### config.mk
export PLATFORM = sky130hd
export DESIGN_NAME = usart_quirks
export DESIGN_NICKNAME = d
export VERILOG_FILES = /design/src/verilog/usart_quirks_pkg.sv /design/src/verilog/pin_sync.sv /design/src/verilog/usart_quirks.sv
export VERILOG_INCLUDE_DIRS = /design/src /design/src/verilog
export SDC_FILE = /design/constraint.sdc
export NUM_CORES = 1
export LEC_CHECK = 0
export BUFFER_PORTS_ARGS = -buffer_cell sky130_fd_sc_hd__buf_2
export CAP_MARGIN = 20
export CORE_UTILIZATION = 29
export DETAILED_ROUTE_END_ITERATION = 10
export GPL_ROUTABILITY_DRIVEN = 1
export GPL_TIMING_DRIVEN = 1
export MAX_ROUTING_LAYER = met4
export PLACE_DENSITY = 0.59
export SYNTH_ARGS = -nofsm -noshare
export SYNTH_HDL_FRONTEND = slang
export SYNTH_HIERARCHICAL = 1
export SYNTH_SLANG_ARGS = --single-unit
### constraint.sdc
create_clock -name clk -period 1.85 [get_ports clk]
set_clock_uncertainty 0.1 [all_clocks]
set_input_delay 0.0925 -clock clk [delete_from_list [all_inputs] [get_ports clk]]
set_output_delay 0.0925 -clock clk [all_outputs]
set_load 0.05 [all_outputs]
### src/verilog/usart_quirks_map.svh
// Constants for the serial unit: reset values, field positions and timing counts.
// Assumes inclusion by bare name from each design file that needs it.
`ifndef USART_QUIRKS_MAP_SVH
`define USART_QUIRKS_MAP_SVH

// ***********************************
// Reset values
// ***********************************
`define RTS_RESET_VAL 1'b0
`define OVR_ERR_RESET_VAL 1'b0
`define TAINT_RESET_VAL 1'b0

// ***********************************
// Pin vector positions
// ***********************************
`define PIN_SCK 0
`define PIN_MOSI 1
`define PIN_CS_N 2
`define PIN_EXT_CLK 3
`define PIN_COUNT 4
// Idle pin levels: deselected chip select high, clocks and data low
`define PIN_RESET_VAL 4'h4

// ***********************************
// Timing counts
// ***********************************
// External clock period must be at least this many internal clocks
`define MIN_EXT_CLK_RATIO 4'h9
`define RATIO_CNT_MAX 4'hf
`define BIT_CNT_MAX 4'hf
`define CHAR_LEN_DEFAULT 4'h8

`endif

### src/verilog/usart_quirks_pkg.sv
// Types shared by the serial unit's design files.
// Assumes nothing beyond a SystemVerilog-2012 compiler.
package usart_quirks_pkg;

  // Operating mode of the unit
  typedef enum logic [2:0] {
    MODE_NORMAL,
    MODE_HW_HANDSHAKE,
    MODE_SPI_SLAVE,
    MODE_ISO_T1,
    MODE_SYNC_SLAVE
  } mode_e;

  // Receiver recovery state in smart-card block mode
  typedef enum logic [1:0] {
    ISO_RX_READY,
    ISO_RX_STUCK,
    ISO_RX_RESET,
    ISO_RX_MODE_OK
  } iso_state_e;

  // Raw SPI slave pins
  typedef struct packed {
    logic cs_n;
    logic mosi;
    logic sck;
  } spi_pins_s;

  // One received SPI character
  typedef struct packed {
    logic [8:0] data;
    logic valid;
    logic suspect;
  } rx_word_s;

endpackage

### src/verilog/pin_sync.sv
// Three-stage synchroniser for a group of asynchronous input pins.
// Assumes one clock; the output updates only when stages two and three agree.
`timescale 1ns/10ps
`default_nettype none

module pin_sync #(
  parameter int W = 4,
  parameter logic [W-1:0] RST_VAL = '0
) (
  input wire logic clk,
  input wire logic rstn,
  input wire logic ce,
  input wire logic [W-1:0] pins,
  output logic [W-1:0] stable
);

  logic [W-1:0] s1_reg;
  logic [W-1:0] s2_reg;
  logic [W-1:0] s3_reg;
  logic [W-1:0] stable_next;

  // Bits whose last two stages agree are taken; others hold
  assign stable_next = (~(s2_reg ^ s3_reg) & s3_reg) | ((s2_reg ^ s3_reg) & stable);

  // Shift chain; the first stage feeds only the second
  always_ff @(posedge clk)
  begin
    if (!rstn)
    begin
      // Reset to idle levels so no false edge follows reset
      s1_reg <= RST_VAL;
      s2_reg <= RST_VAL;
      s3_reg <= RST_VAL;
      stable <= RST_VAL;
    end
    else if (ce)
    begin
      s1_reg <= pins;
      s2_reg <= s1_reg;
      s3_reg <= s2_reg;
      stable <= stable_next;
    end
  end

endmodule

`default_nettype wire

### src/verilog/usart_quirks.sv
// Serial unit control: request-to-send handling, SPI slave over-length check,
// smart-card block-mode receive recovery, error counter, external clock check.
// Assumes one clock, software pulses on command inputs, asynchronous pins.
`timescale 1ns/10ps
`default_nettype none
`include "usart_quirks_map.svh"

module usart_quirks #(
  parameter int DATA_W = 9,
  parameter int CNT_W = 8,
  parameter bit AFFECTED_REV = 1'b1
) (
  input wire logic clk,
  input wire logic rstn,
  input wire logic ce,
  input wire usart_quirks_pkg::mode_e mode,
  input wire logic [3:0] char_len,
  input wire logic rts_force_high_cmd,
  input wire logic rts_drive_low_cmd,
  input wire logic dma_rx_full,
  input wire logic dma_rx_fresh,
  input wire logic soft_rst,
  input wire logic rx_soft_rst,
  input wire logic mode_reg_wr,
  input wire logic command_reg_wr,
  input wire logic tx_done,
  input wire logic iso_rx_byte,
  input wire logic iso_err_evt,
  input wire usart_quirks_pkg::spi_pins_s spi_pins,
  input wire logic ext_clk,
  input wire logic ovr_err_clr,
  output logic rts,
  output usart_quirks_pkg::rx_word_s rx_word,
  output logic spi_ovr_err,
  output logic [CNT_W-1:0] iso_error_count_reg,
  output logic iso_rx_ok,
  output logic iso_rx_blocked,
  output logic ext_clk_fast_err
);

  // ***********************************
  // Pin synchronisation
  // ***********************************
  logic [`PIN_COUNT-1:0] pins_raw;
  logic [`PIN_COUNT-1:0] pins_stable;

  assign pins_raw = {ext_clk, spi_pins.cs_n, spi_pins.mosi, spi_pins.sck};

  pin_sync #(.W(`PIN_COUNT), .RST_VAL(`PIN_RESET_VAL)) u_sync (
    .clk(clk),
    .rstn(rstn),
    .ce(ce),
    .pins(pins_raw),
    .stable(pins_stable)
  );

  logic [`PIN_COUNT-1:0] pins_prev_reg;
  wire sck_rise = pins_stable[`PIN_SCK] & ~pins_prev_reg[`PIN_SCK];
  wire cs_fall = ~pins_stable[`PIN_CS_N] & pins_prev_reg[`PIN_CS_N];
  wire cs_rise = pins_stable[`PIN_CS_N] & ~pins_prev_reg[`PIN_CS_N];
  wire cs_active = ~pins_stable[`PIN_CS_N];
  wire ext_rise = pins_stable[`PIN_EXT_CLK] & ~pins_prev_reg[`PIN_EXT_CLK];
  wire mosi_bit = pins_stable[`PIN_MOSI];

  // Previous settled pin levels for edge detection
  always_ff @(posedge clk)
  begin
    if (!rstn)
      pins_prev_reg <= `PIN_RESET_VAL;
    else if (ce)
      pins_prev_reg <= pins_stable;
  end

  // ***********************************
  // Request-to-send
  // ***********************************
  wire in_handshake = (mode == usart_quirks_pkg::MODE_HW_HANDSHAKE);
  logic rts_next;

  // Commands beat the automatic handshake; force-high beats drive-low
  // force high command
  assign rts_next = rts_force_high_cmd ? 1'b1 :
                    rts_drive_low_cmd ? 1'b0 :
                    (in_handshake && dma_rx_full) ? 1'b1 :
                    (in_handshake && dma_rx_fresh) ? 1'b0 : rts;

  always_ff @(posedge clk)
  begin
    if (!rstn)
      rts <= `RTS_RESET_VAL;
    else if (ce)
      rts <= rts_next;
  end

  // ***********************************
  // SPI slave receiver
  // ***********************************
  wire in_spi = (mode == usart_quirks_pkg::MODE_SPI_SLAVE);
  logic [3:0] bit_cnt_reg;
  logic [3:0] bit_cnt_next;
  logic [DATA_W-1:0] shift_reg;
  logic [DATA_W-1:0] shift_next;
  logic taint_reg;
  logic taint_next;
  logic frame_taint_reg;
  logic frame_taint_next;
  logic ovr_err_next;
  usart_quirks_pkg::rx_word_s rx_word_next;

  // Frame end with more bits than configured
  wire frame_end = in_spi && cs_rise;
  wire frame_over = frame_end && (bit_cnt_reg > char_len);
  wire frame_good = frame_end && (bit_cnt_reg == char_len);

  // Saturating bit counter; cleared at frame start or soft reset
  assign bit_cnt_next = (soft_rst || cs_fall) ? 4'h0 :
                        (in_spi && cs_active && sck_rise && bit_cnt_reg != `BIT_CNT_MAX) ?
                        bit_cnt_reg + 4'h1 : bit_cnt_reg;

  // stale bits kept after error
  // A tainted frame starts on top of the previous contents instead of zero
  assign shift_next = ((soft_rst || cs_fall) && !taint_reg) ? '0 :
                      (in_spi && cs_active && sck_rise) ? {shift_reg[DATA_W-2:0], mosi_bit} :
                      shift_reg;

  // taint survives soft reset
  // Only a full reset or the end of the frame after the error clears it; that frame carries it away
  assign taint_next = (frame_over && AFFECTED_REV) ? 1'b1 :
                      (frame_end && frame_taint_reg) ? 1'b0 : taint_reg;
  assign frame_taint_next = cs_fall ? taint_reg : frame_taint_reg;

  // over-length error flag
  // Set wins over a clear in the same cycle
  assign ovr_err_next = frame_over ? 1'b1 :
                        (ovr_err_clr || soft_rst) ? 1'b0 : spi_ovr_err;

  // Deliver a character only when exactly the configured length arrived
  always_comb
  begin
    rx_word_next = rx_word;
    rx_word_next.valid = frame_good;
    if (frame_good)
    begin
      rx_word_next.data = shift_reg;
      rx_word_next.suspect = frame_taint_reg;
    end
  end

  always_ff @(posedge clk)
  begin
    if (!rstn)
    begin
      bit_cnt_reg <= 4'h0;
      shift_reg <= '0;
      taint_reg <= `TAINT_RESET_VAL;
      frame_taint_reg <= `TAINT_RESET_VAL;
      spi_ovr_err <= `OVR_ERR_RESET_VAL;
      rx_word <= '0;
    end
    else if (ce)
    begin
      bit_cnt_reg <= bit_cnt_next;
      shift_reg <= shift_next;
      taint_reg <= taint_next;
      frame_taint_reg <= frame_taint_next;
      spi_ovr_err <= ovr_err_next;
      rx_word <= rx_word_next;
    end
  end

  // ***********************************
  // Smart-card block mode receive recovery
  // ***********************************
  wire in_iso = (mode == usart_quirks_pkg::MODE_ISO_T1);
  usart_quirks_pkg::iso_state_e iso_state_reg;
  usart_quirks_pkg::iso_state_e iso_state_next;

  // receiver stuck after transmit
  // Recovery needs receiver reset, then mode write, then command write
  always_comb
  begin
    iso_state_next = iso_state_reg;
    case (iso_state_reg)
      usart_quirks_pkg::ISO_RX_READY:
        if (in_iso && tx_done)
          iso_state_next = usart_quirks_pkg::ISO_RX_STUCK;
      usart_quirks_pkg::ISO_RX_STUCK:
        if (rx_soft_rst)
          iso_state_next = usart_quirks_pkg::ISO_RX_RESET;
      usart_quirks_pkg::ISO_RX_RESET:
        if (mode_reg_wr)
          iso_state_next = usart_quirks_pkg::ISO_RX_MODE_OK;
      usart_quirks_pkg::ISO_RX_MODE_OK:
        if (command_reg_wr)
          iso_state_next = usart_quirks_pkg::ISO_RX_READY;
      default:
        iso_state_next = usart_quirks_pkg::ISO_RX_STUCK;
    endcase
  end

  wire iso_ready = (iso_state_reg == usart_quirks_pkg::ISO_RX_READY);

  // ***********************************
  // Error count
  // ***********************************
  logic [CNT_W-1:0] err_cnt_next;

  // count reads as zero
  // Fixed parts saturate at all ones; soft reset clears the count
  assign err_cnt_next = (AFFECTED_REV || soft_rst) ? '0 :
                        (in_iso && iso_err_evt && iso_error_count_reg != {CNT_W{1'b1}}) ?
                        iso_error_count_reg + {{(CNT_W-1){1'b0}}, 1'b1} : iso_error_count_reg;

  always_ff @(posedge clk)
  begin
    if (!rstn)
    begin
      iso_state_reg <= usart_quirks_pkg::ISO_RX_READY;
      iso_rx_ok <= 1'b0;
      iso_rx_blocked <= 1'b0;
      iso_error_count_reg <= '0;
    end
    else if (ce)
    begin
      iso_state_reg <= iso_state_next;
      iso_rx_ok <= in_iso && iso_rx_byte && iso_ready;
      iso_rx_blocked <= (iso_state_next != usart_quirks_pkg::ISO_RX_READY);
      iso_error_count_reg <= err_cnt_next;
    end
  end

  // ***********************************
  // External clock rate check
  // ***********************************
  wire in_sync_slave = (mode == usart_quirks_pkg::MODE_SYNC_SLAVE);
  logic [3:0] period_cnt_reg;
  logic [3:0] period_cnt_next;
  logic fast_err_next;

  // Cycles since last rising edge, saturating so long gaps never wrap
  assign period_cnt_next = ext_rise ? 4'h1 :
                           (period_cnt_reg != `RATIO_CNT_MAX) ? period_cnt_reg + 4'h1 : period_cnt_reg;

  // peer clock too fast
  // Sticky; a new violation wins over a soft reset clear
  assign fast_err_next = (in_sync_slave && ext_rise && period_cnt_reg < `MIN_EXT_CLK_RATIO) ? 1'b1 :
                         soft_rst ? 1'b0 : ext_clk_fast_err;

  always_ff @(posedge clk)
  begin
    if (!rstn)
    begin
      period_cnt_reg <= `RATIO_CNT_MAX;
      ext_clk_fast_err <= 1'b0;
    end
    else if (ce)
    begin
      period_cnt_reg <= period_cnt_next;
      ext_clk_fast_err <= fast_err_next;
    end
  end

endmodule

`default_nettype wire

### After elaboration in Yosys (flattened, before gate mapping)

Index checks and enable logic that the tools add are counted.

* bitwise operators: 13
* $lt $le $gt $ge: 2
* reductions and logical operators: 36
* add/sub/neg operators: 2
* muxes and demuxes: 21
* equality and inequality tests: 10

Operators by type and width (count)
* 2-to-1 mux 9 bit: 2
* AND reduction 2 bit: 9
* 2-to-1 mux 4 bit: 4
* logical AND 1 bit: 15
* nonzero test 2 bit: 7
* 2-to-1 mux 1 bit: 10
* adder 4 x 1 -> 4 bit, second input constant: 2
* AND 4 bit: 2
* 2-to-1 mux 2 bit: 4
* != test 4 bit, second input constant: 2
* case mux 2 bit (4 select lines): 1
* equality test 3 x 2 -> 1 bit, second input constant: 2
* AND 1 bit: 4
* equality test 2 bit, second input constant: 2
* equality test 4 bit: 1
* > comparator 4 bit: 1
* < comparator 4 bit, second input constant: 1
* inverter 1 bit: 4
* inverter 4 bit: 1
* OR 4 bit: 1
* nonzero test 4 bit: 1
* bitwise XOR 4 bit: 1
* equality test 3 x 1 -> 1 bit, second input constant: 1
* equality test 3 bit, second input constant: 1
* 4 further kinds: 5

* word-level logic and storage cells: 103
* input bits: 26
* bits in registers: 57
* output and inout bits: 24

### Longest topological paths before layout

Gate-level depths: netlist of run 1.

* depth in word-level cells: 6
* gate-level depth with buffers: 7
* gate-level depth less buffers: 6

### Modules after synthesis

The synthesis of run 1 kept the hierarchy.

Modules (own cells, without submodules)
* usart_quirks: cells an instance 225, instances 1, area an instance 1954.4 um^2, seq. area each 800.8 um^2
* pin_sync: cells an instance 61, instances 1, area an instance 655.6 um^2, seq. area each 320.3 um^2

### Worst setup path after synthesis of run 1

OpenSTA, ideal clock, no wires.

* path type: register to register
* from: register bit_cnt_reg[0]
* to: register rx_word[3] in the netlist's numbering
* path slack: 0.084 ns
* clock period less this slack: 1.766 ns
* required time: 1.622 ns
* arrival time: 1.538 ns
* library setup time: 0.128 ns
* buffers on the path: 1
* cell stages (with the launch flop): 8
* cell sequence: dfxtp_1 > inv_1 > ha_1 > nand4_1 > nor4_2 > buf_4 > mux2i_1 > nor2_1

* word-level cells in the longest chain between the ends: 3

RTL lines
* start: declaration: RTL line usart_quirks.sv:99 `logic [3:0] bit_cnt_reg;`
* start signal: assignment: RTL line usart_quirks.sv:162 `bit_cnt_reg <= bit_cnt_next;`
* equality test 4 bit: RTL line usart_quirks.sv:113 `wire frame_good = frame_end && (bit_cnt_reg == char_len);`
* logical AND 1 bit: RTL line usart_quirks.sv:113
* AND reduction 2 bit (no line)
* end signal: assignment: RTL line usart_quirks.sv:167 `rx_word <= rx_word_next;`
* end: declaration: RTL line usart_quirks.sv:33 `output usart_quirks_pkg::rx_word_s rx_word,`

Every way passes these cells.
A chain may end at the register's enable or synchronous reset.

### Worst setup path in the final report of run 1

* from: register bit_cnt_reg[3]
* to: register rx_word[0] in the netlist's numbering

Same word-level chain as after synthesis.

==> results.toml, run 1 <==
[placement]
place_area_um2 = 2893
gp_congestion = 0.7597
dp_hpwl_mm = 3.732
place.port_buffers = 40

[timing]
slew_headroom_pct = 65.31
hold_ws_ns = 0.01559
finalSetupViolations = 0
drv_slew = 0
tightest_slew_ns = 0.5156
max_freq_ghz = 0.5656
tns_ns = 0
rsz0062_at_grt = "true"
min_period_ns = 1.768
fin_crit_sh_pct = 95.56
hold_viol_final = 0

[synthesis]
yosysMostFrequentCell = "dfxtp_1"
async_flop_share_pct = 0
synth_top_area_share_pct = 42.95
synth-compound-area-share_pct = 12.22
synth_edf_count = 0
synth-xor-area-share_pct = 0
ys_seq_elements = 56
synthAdderAreaFrac_pct = 3.356
synth-main-ff-cell = "dfxtp_1"
ys_top_cells_by_count = "dfxtp_1 (56), mux2i_1 (37), nand2_1 (28)"
seq_area_frac_synth_pct = 42.95
yosys_warnings = 6
synth_area_per_cell_um2 = 9.126
synthSimpleGateAreaFrac_pct = 19.27
ys_top_cells_by_area = "dfxtp_1 (43%), mux2i_1 (14%), nand2_1 (4.0%)"
syn_inst = 286
synthMuxAreaShare_pct = 14.19
synthesis.area_um2 = 2610
yosysTopAreaCell = "dfxtp_1"
synthDistinctLibCells = 43
synth_top_family_by_area = "simple AND/OR/NAND/NOR gates"

[floorplan]
core_area_um2 = 8721
rows = 34
die-area_um2 = 9384
die_width_um = 96.87
io_pins = 50
initial_utilization_pct = 29.93
die_height_um = 96.87

[worst_setup_path]
critPathCaptureType = "flop"
crit_type = "flop to flop"
start_kind = "flop"
required_ns = 1.95
crit_path_max_fanout = 5
worstPathArrival_ns = 1.87

[clock_tree]
cts_max_level = 2
cts.path.max_buffers = 2
root_buffer = "clkbuf_8"
clk_latency_ns = 0.31
cts_tree = "yes"
clock-sinks = 56
cts_made_buffers = 5
clk_pin_slew_ns = 0.09

[cells_and_area]
nets = 373
fin_util_pct = 36.79
multi_input_area_um2 = 1369
area_growth_pct = 22.91
seqCellArea_um2 = 1122
postLayoutCellArea_um2 = 3208
largest_register_ffs = 11
layout-drive-gt1-share_pct = 21.41
n_fill_cell = 880
n_antenna_cell = 0

[pwr]
leakagePower_uw = 0.001361
fin_total_pwr_uw = 2542
p_per_area_nw_per_um2 = 792.4
vdd.ir_drop.worst_mv = 0.2902

[run]
drv_cap = 0

[global_routing]
antenna_found_initial = 0
grt_max_degree = 47
grt_usage_pct = 11.72
grt_pass1_vias = 1941
grt_pass1_wl_mm = 8.914
overflow = 0

[run_status]
status = "completed"

[drt]
wire_per_inst_um = 11.82
drtAntennaViolNets = 0
drc_errors = 0
vias = 2123
first_pass_iters = 4
wl_mm = 5.309
via_per_inst = 4.728
drt_first_iter_violations = 100

[worst_hold_path]
hp-class = "primary input to flop"
[cells by family after synthesis]
| kind of cell | Yosys count |
|---|---|
| and+or+nand+nor | 98 |
| DFF | 56 |
| AOI/OAI and AO/OA | 51 |
| muxes | 37 |
| buffers and inverters | 36 |
| adders and majority gates | 7 |
| other | 1 |
[layout by cell type, fill, tap and decap left out, types with 2 or more instances in the layout]
| master | n |
|---|---|
| ha_1 | 3 |
| buf_2 | 40 |
| clkbuf_8 | 7 |
| o21ai_1 | 4 |
| nor2_1 | 19 |
| dlygate4sd3_1 | 11 |
| inv_1 | 10 |
| nor2b_1 | 10 |
| conb_1 | 8 |
| buf_4 | 11 |
| and3_1 | 2 |
| a31oi_1 | 2 |
| nand2b_1 | 6 |
| mux2i_1 | 37 |
| nand3_1 | 18 |
| nand4_1 | 5 |
| and4b_1 | 2 |
| dfxtp_1 | 55 |
| o211ai_2 | 3 |
| ha_4 | 4 |
| o211ai_1 | 2 |
| a21oi_1 | 19 |
| o21ai_0 | 10 |
| o31ai_1 | 2 |
| a21o_1 | 2 |
| nand2_1 | 28 |
[routing by layer]
metal / wire length (µm) / GRT usage (%) / part of all wire, % / up-vias
met4: 60 / 4.133 / 1.1 / 0
met1: 2583 / 15.01 / 49 / 990
met5: 0 / - / 0 / -
met2: 2486 / 18.26 / 47 / 37
met3: 178 / 2.457 / 3.4 / 5
li1: - / - / - / 1091
[critical path: stages, from the launching register on]
cell,delay [ns]
dfxtp_1,0.36
ha_4,0.29
nand4_1,0.16
nor4_4,0.31
buf_4,0.22
mux2i_1,0.18
nor2_1,0.05
[metrics by stage]
stage,worst slack (ns),instances
global route,-0.02499,449
floorplan,0.08419,293
finish,0.08206,449
detailed placement,0.04290,428
CTS,0.01578,447
global placement,0.05184,428
[report_power, final]
part | internal (µW) | switching, µW
Sequential | 1250 | 46.2
Clock | 478 | 383
Combinational | 164 | 223
Total | 1890 | 652
[repair_timing]
item,4_1_cts,5_1_grt
setup endpoints to repair,0,10
hold endpoints to repair,11,0
buffers inserted,0,1
gates resized for setup,0,12
hold buffers,11,0
[final timing paths]
path / from / to / slack [ns] / cells past startpoint
worst max-delay path: bit_cnt_reg[3]$_SDFFE_PN0P_ / rx_word[0]$_SDFFE_PN0P_ / 0.08 / 6
worst min-delay path: command_reg_wr / iso_state_reg[1]$_SDFFE_PN0P_ / 0.02 / 4
worst max register to register: bit_cnt_reg[3]$_SDFFE_PN0P_ / rx_word[0]$_SDFFE_PN0P_ / 0.08 / 6
worst min register to register: u_sync/s3_reg[3]$_SDFFE_PN0P_ / flop / 0.36 / 2
[final cells by class]
class | count | area share [%]
Multi-Input combinational cell | 201 | 42.67
Sequential cell | 56 | 34.98
Clock inverter | 1 | 0.9360
Inverter | 13 | 1.599
Clock buffer | 7 | 3.003
Tap cell | 108 | 4.212
Timing Repair Buffer | 63 | 12.60
(Power assumes the default switching activity.)
==> inputs of run 2 (changes only) <==
--- a/config.mk
+++ b/config.mk
@@ -14,6 +14,7 @@
 export GPL_TIMING_DRIVEN = 1
 export MAX_ROUTING_LAYER = met4
 export PLACE_DENSITY = 0.59
+export SETUP_SLACK_MARGIN = 0.1
 export SYNTH_ARGS = -nofsm -noshare
 export SYNTH_HDL_FRONTEND = slang
 export SYNTH_HIERARCHICAL = 1
==> run 2 against run 1 <==
  * Sequential power hardly changed
  * Design area increased by 0.16%
  * Largest cell class unchanged
  * Die area unchanged
  * Cell count is 0.67% higher
  * Sequential share of layout area about the same
  * First-iteration DRC count shrank 24%
  * Global-route usage decreased by 0.22 points
  * Clock power shrank 6.3%
  * Combinational power about the same
  * Count of clock-buffer cells in the layout decreased by 2
  * Sequential cell count unchanged
  * Fmax grew 3.3%
  * Highest routed layer unchanged
==> results.toml, run 2 (synthesis gave the netlist of run 1 again) <==
[clock_tree]
cts_max_level = 2
clk_latency_ns = 0.31
root_buffer = "clkbuf_8"
clock-sinks = 56
cts.path.max_buffers = 2
cts_made_buffers = 5
clk_pin_slew_ns = 0.09
cts_tree = "yes"

[global_routing]
grt_pass1_wl_mm = 8.749
overflow = 0
grt_usage_pct = 11.49
grt_max_degree = 31
antenna_found_initial = 0
grt_pass1_vias = 1905

[timing]
rsz0062_at_grt = "true"
fin_ws_ns = 0.1384
hold_viol_final = 0
tns_ns = 0
finalSetupViolations = 0
min_period_ns = 1.712
drv_slew = 0
max_freq_ghz = 0.5842
fin_crit_sh_pct = 92.52

[cells_and_area]
largest_register_ffs = 11
nets = 376
final_cell_mix = "dfxtp_1 (54), buf_2 (40), mux2i_1 (37), nand2_1 (28)"
final_common_cell = "dfxtp_1"
layout-drive-gt1-share_pct = 22.09
n_fill_cell = 898
seqCellArea_um2 = 1124
area_growth_pct = 23.11
multi_input_area_um2 = 1356
n_antenna_cell = 0

[worst_setup_path]
start_kind = "flop"
crit_type = "flop to flop"
worstPathArrival_ns = 1.81
critPathCaptureType = "flop"
crit_path_max_fanout = 6
required_ns = 1.94
worst-r2r-setup-slack_ns = 0.14

[drt]
wl_mm = 5.201
vias = 2108
via_per_inst = 4.664
drc_errors = 0
drt_first_iter_violations = 76
wire_per_inst_um = 11.51
first_pass_iters = 5
drtAntennaViolNets = 0

[floorplan]
core_area_um2 = 8721
die-area_um2 = 9384
rows = 34
die_height_um = 96.87
die_width_um = 96.87
initial_utilization_pct = 29.93
io_pins = 50

[pwr]
leakagePower_uw = 0.001371
vdd.ir_drop.worst_mv = 0.4419
p_per_area_nw_per_um2 = 774.3

[placement]
dp_slack_ns = 0.03658
dp_hpwl_mm = 3.751
gp_congestion = 0.7965
place.port_buffers = 40

[run]
drv_cap = 0

[run_status]
status = "completed"

[worst_hold_path]
hp-class = "primary input to flop"
## run 2: cell type report
class	instances	area share (%)
clock buffer	5	2.142
clock inverter	3	1.480
inverter	13	1.597
multi-input combinational	201	42.21
sequential	56	34.97
tap	108	4.206
timing repair buffer	66	13.40
## run 2: power by group
| group | switching (µW) | internal (µW) | total, µW |
|---|---|---|---|
| clock network | 398 | 408 | 806 |
| registers | 45.9 | 1250 | 1290 |
| logic | 224 | 164 | 388 |
## run 2: per-layer routing
metal / wire [µm] / share of wire, % / track usage [%] / vias up
li1: - / - / - / 1101
met1: 2541 / 49 / 14.33 / 963
met2: 2429 / 47 / 18.47 / 38
met3: 180 / 3.5 / 2.890 / 6
met4: 50 / 0.96 / 3.100 / 0
met5: 0 / 0 / - / -
## run 2: stage by stage
stage          instances  util [%]  hold WS (ns)  power (µW)  area [µm²]
2_1_floorplan        293         -        0.1203        1616        2636
3_3_place_gp         429     33.26        0.2115        1676        2900
3_5_place_dp         429     33.26        0.2102        1684        2900
4_1_cts              451     36.31      0.003267        2518        3167
5_1_grt              452     36.84       0.02733        2606        3213
6_report             452     36.84       0.01651        2488        3213
## run 2: final timing paths
path | from | to | depth (start not counted)
max | bit_cnt_reg[1]$_SDFFE_PN0P_ | rx_word[4]$_SDFFE_PN0P_ | 6
min | command_reg_wr | iso_state_reg[1]$_SDFFE_PN0P_ | 4
min reg2reg | u_sync/s3_reg[3]$_SDFFE_PN0P_ | flop | 2
max reg2reg | bit_cnt_reg[1]$_SDFFE_PN0P_ | rx_word[4]$_SDFFE_PN0P_ | 6
## run 2: worst max-delay path: stages, from the launching register on
cell and delay, ns:
dfxtp_2 0.35, ha_1 0.30, nand4_1 0.14, nor4_4 0.25
buf_6 0.20, mux2i_1 0.19, nor2_1 0.06
## run 2: what timing repair did
item                       in CTS  in global routing
pin swaps                       2                  6
cloned                          1                  0
setup buffers                   2                  1
hold buffers                   11                  0
resized for setup               7                  5
hold endpoints to repair       11                  0
setup endpoints to repair      10                 11
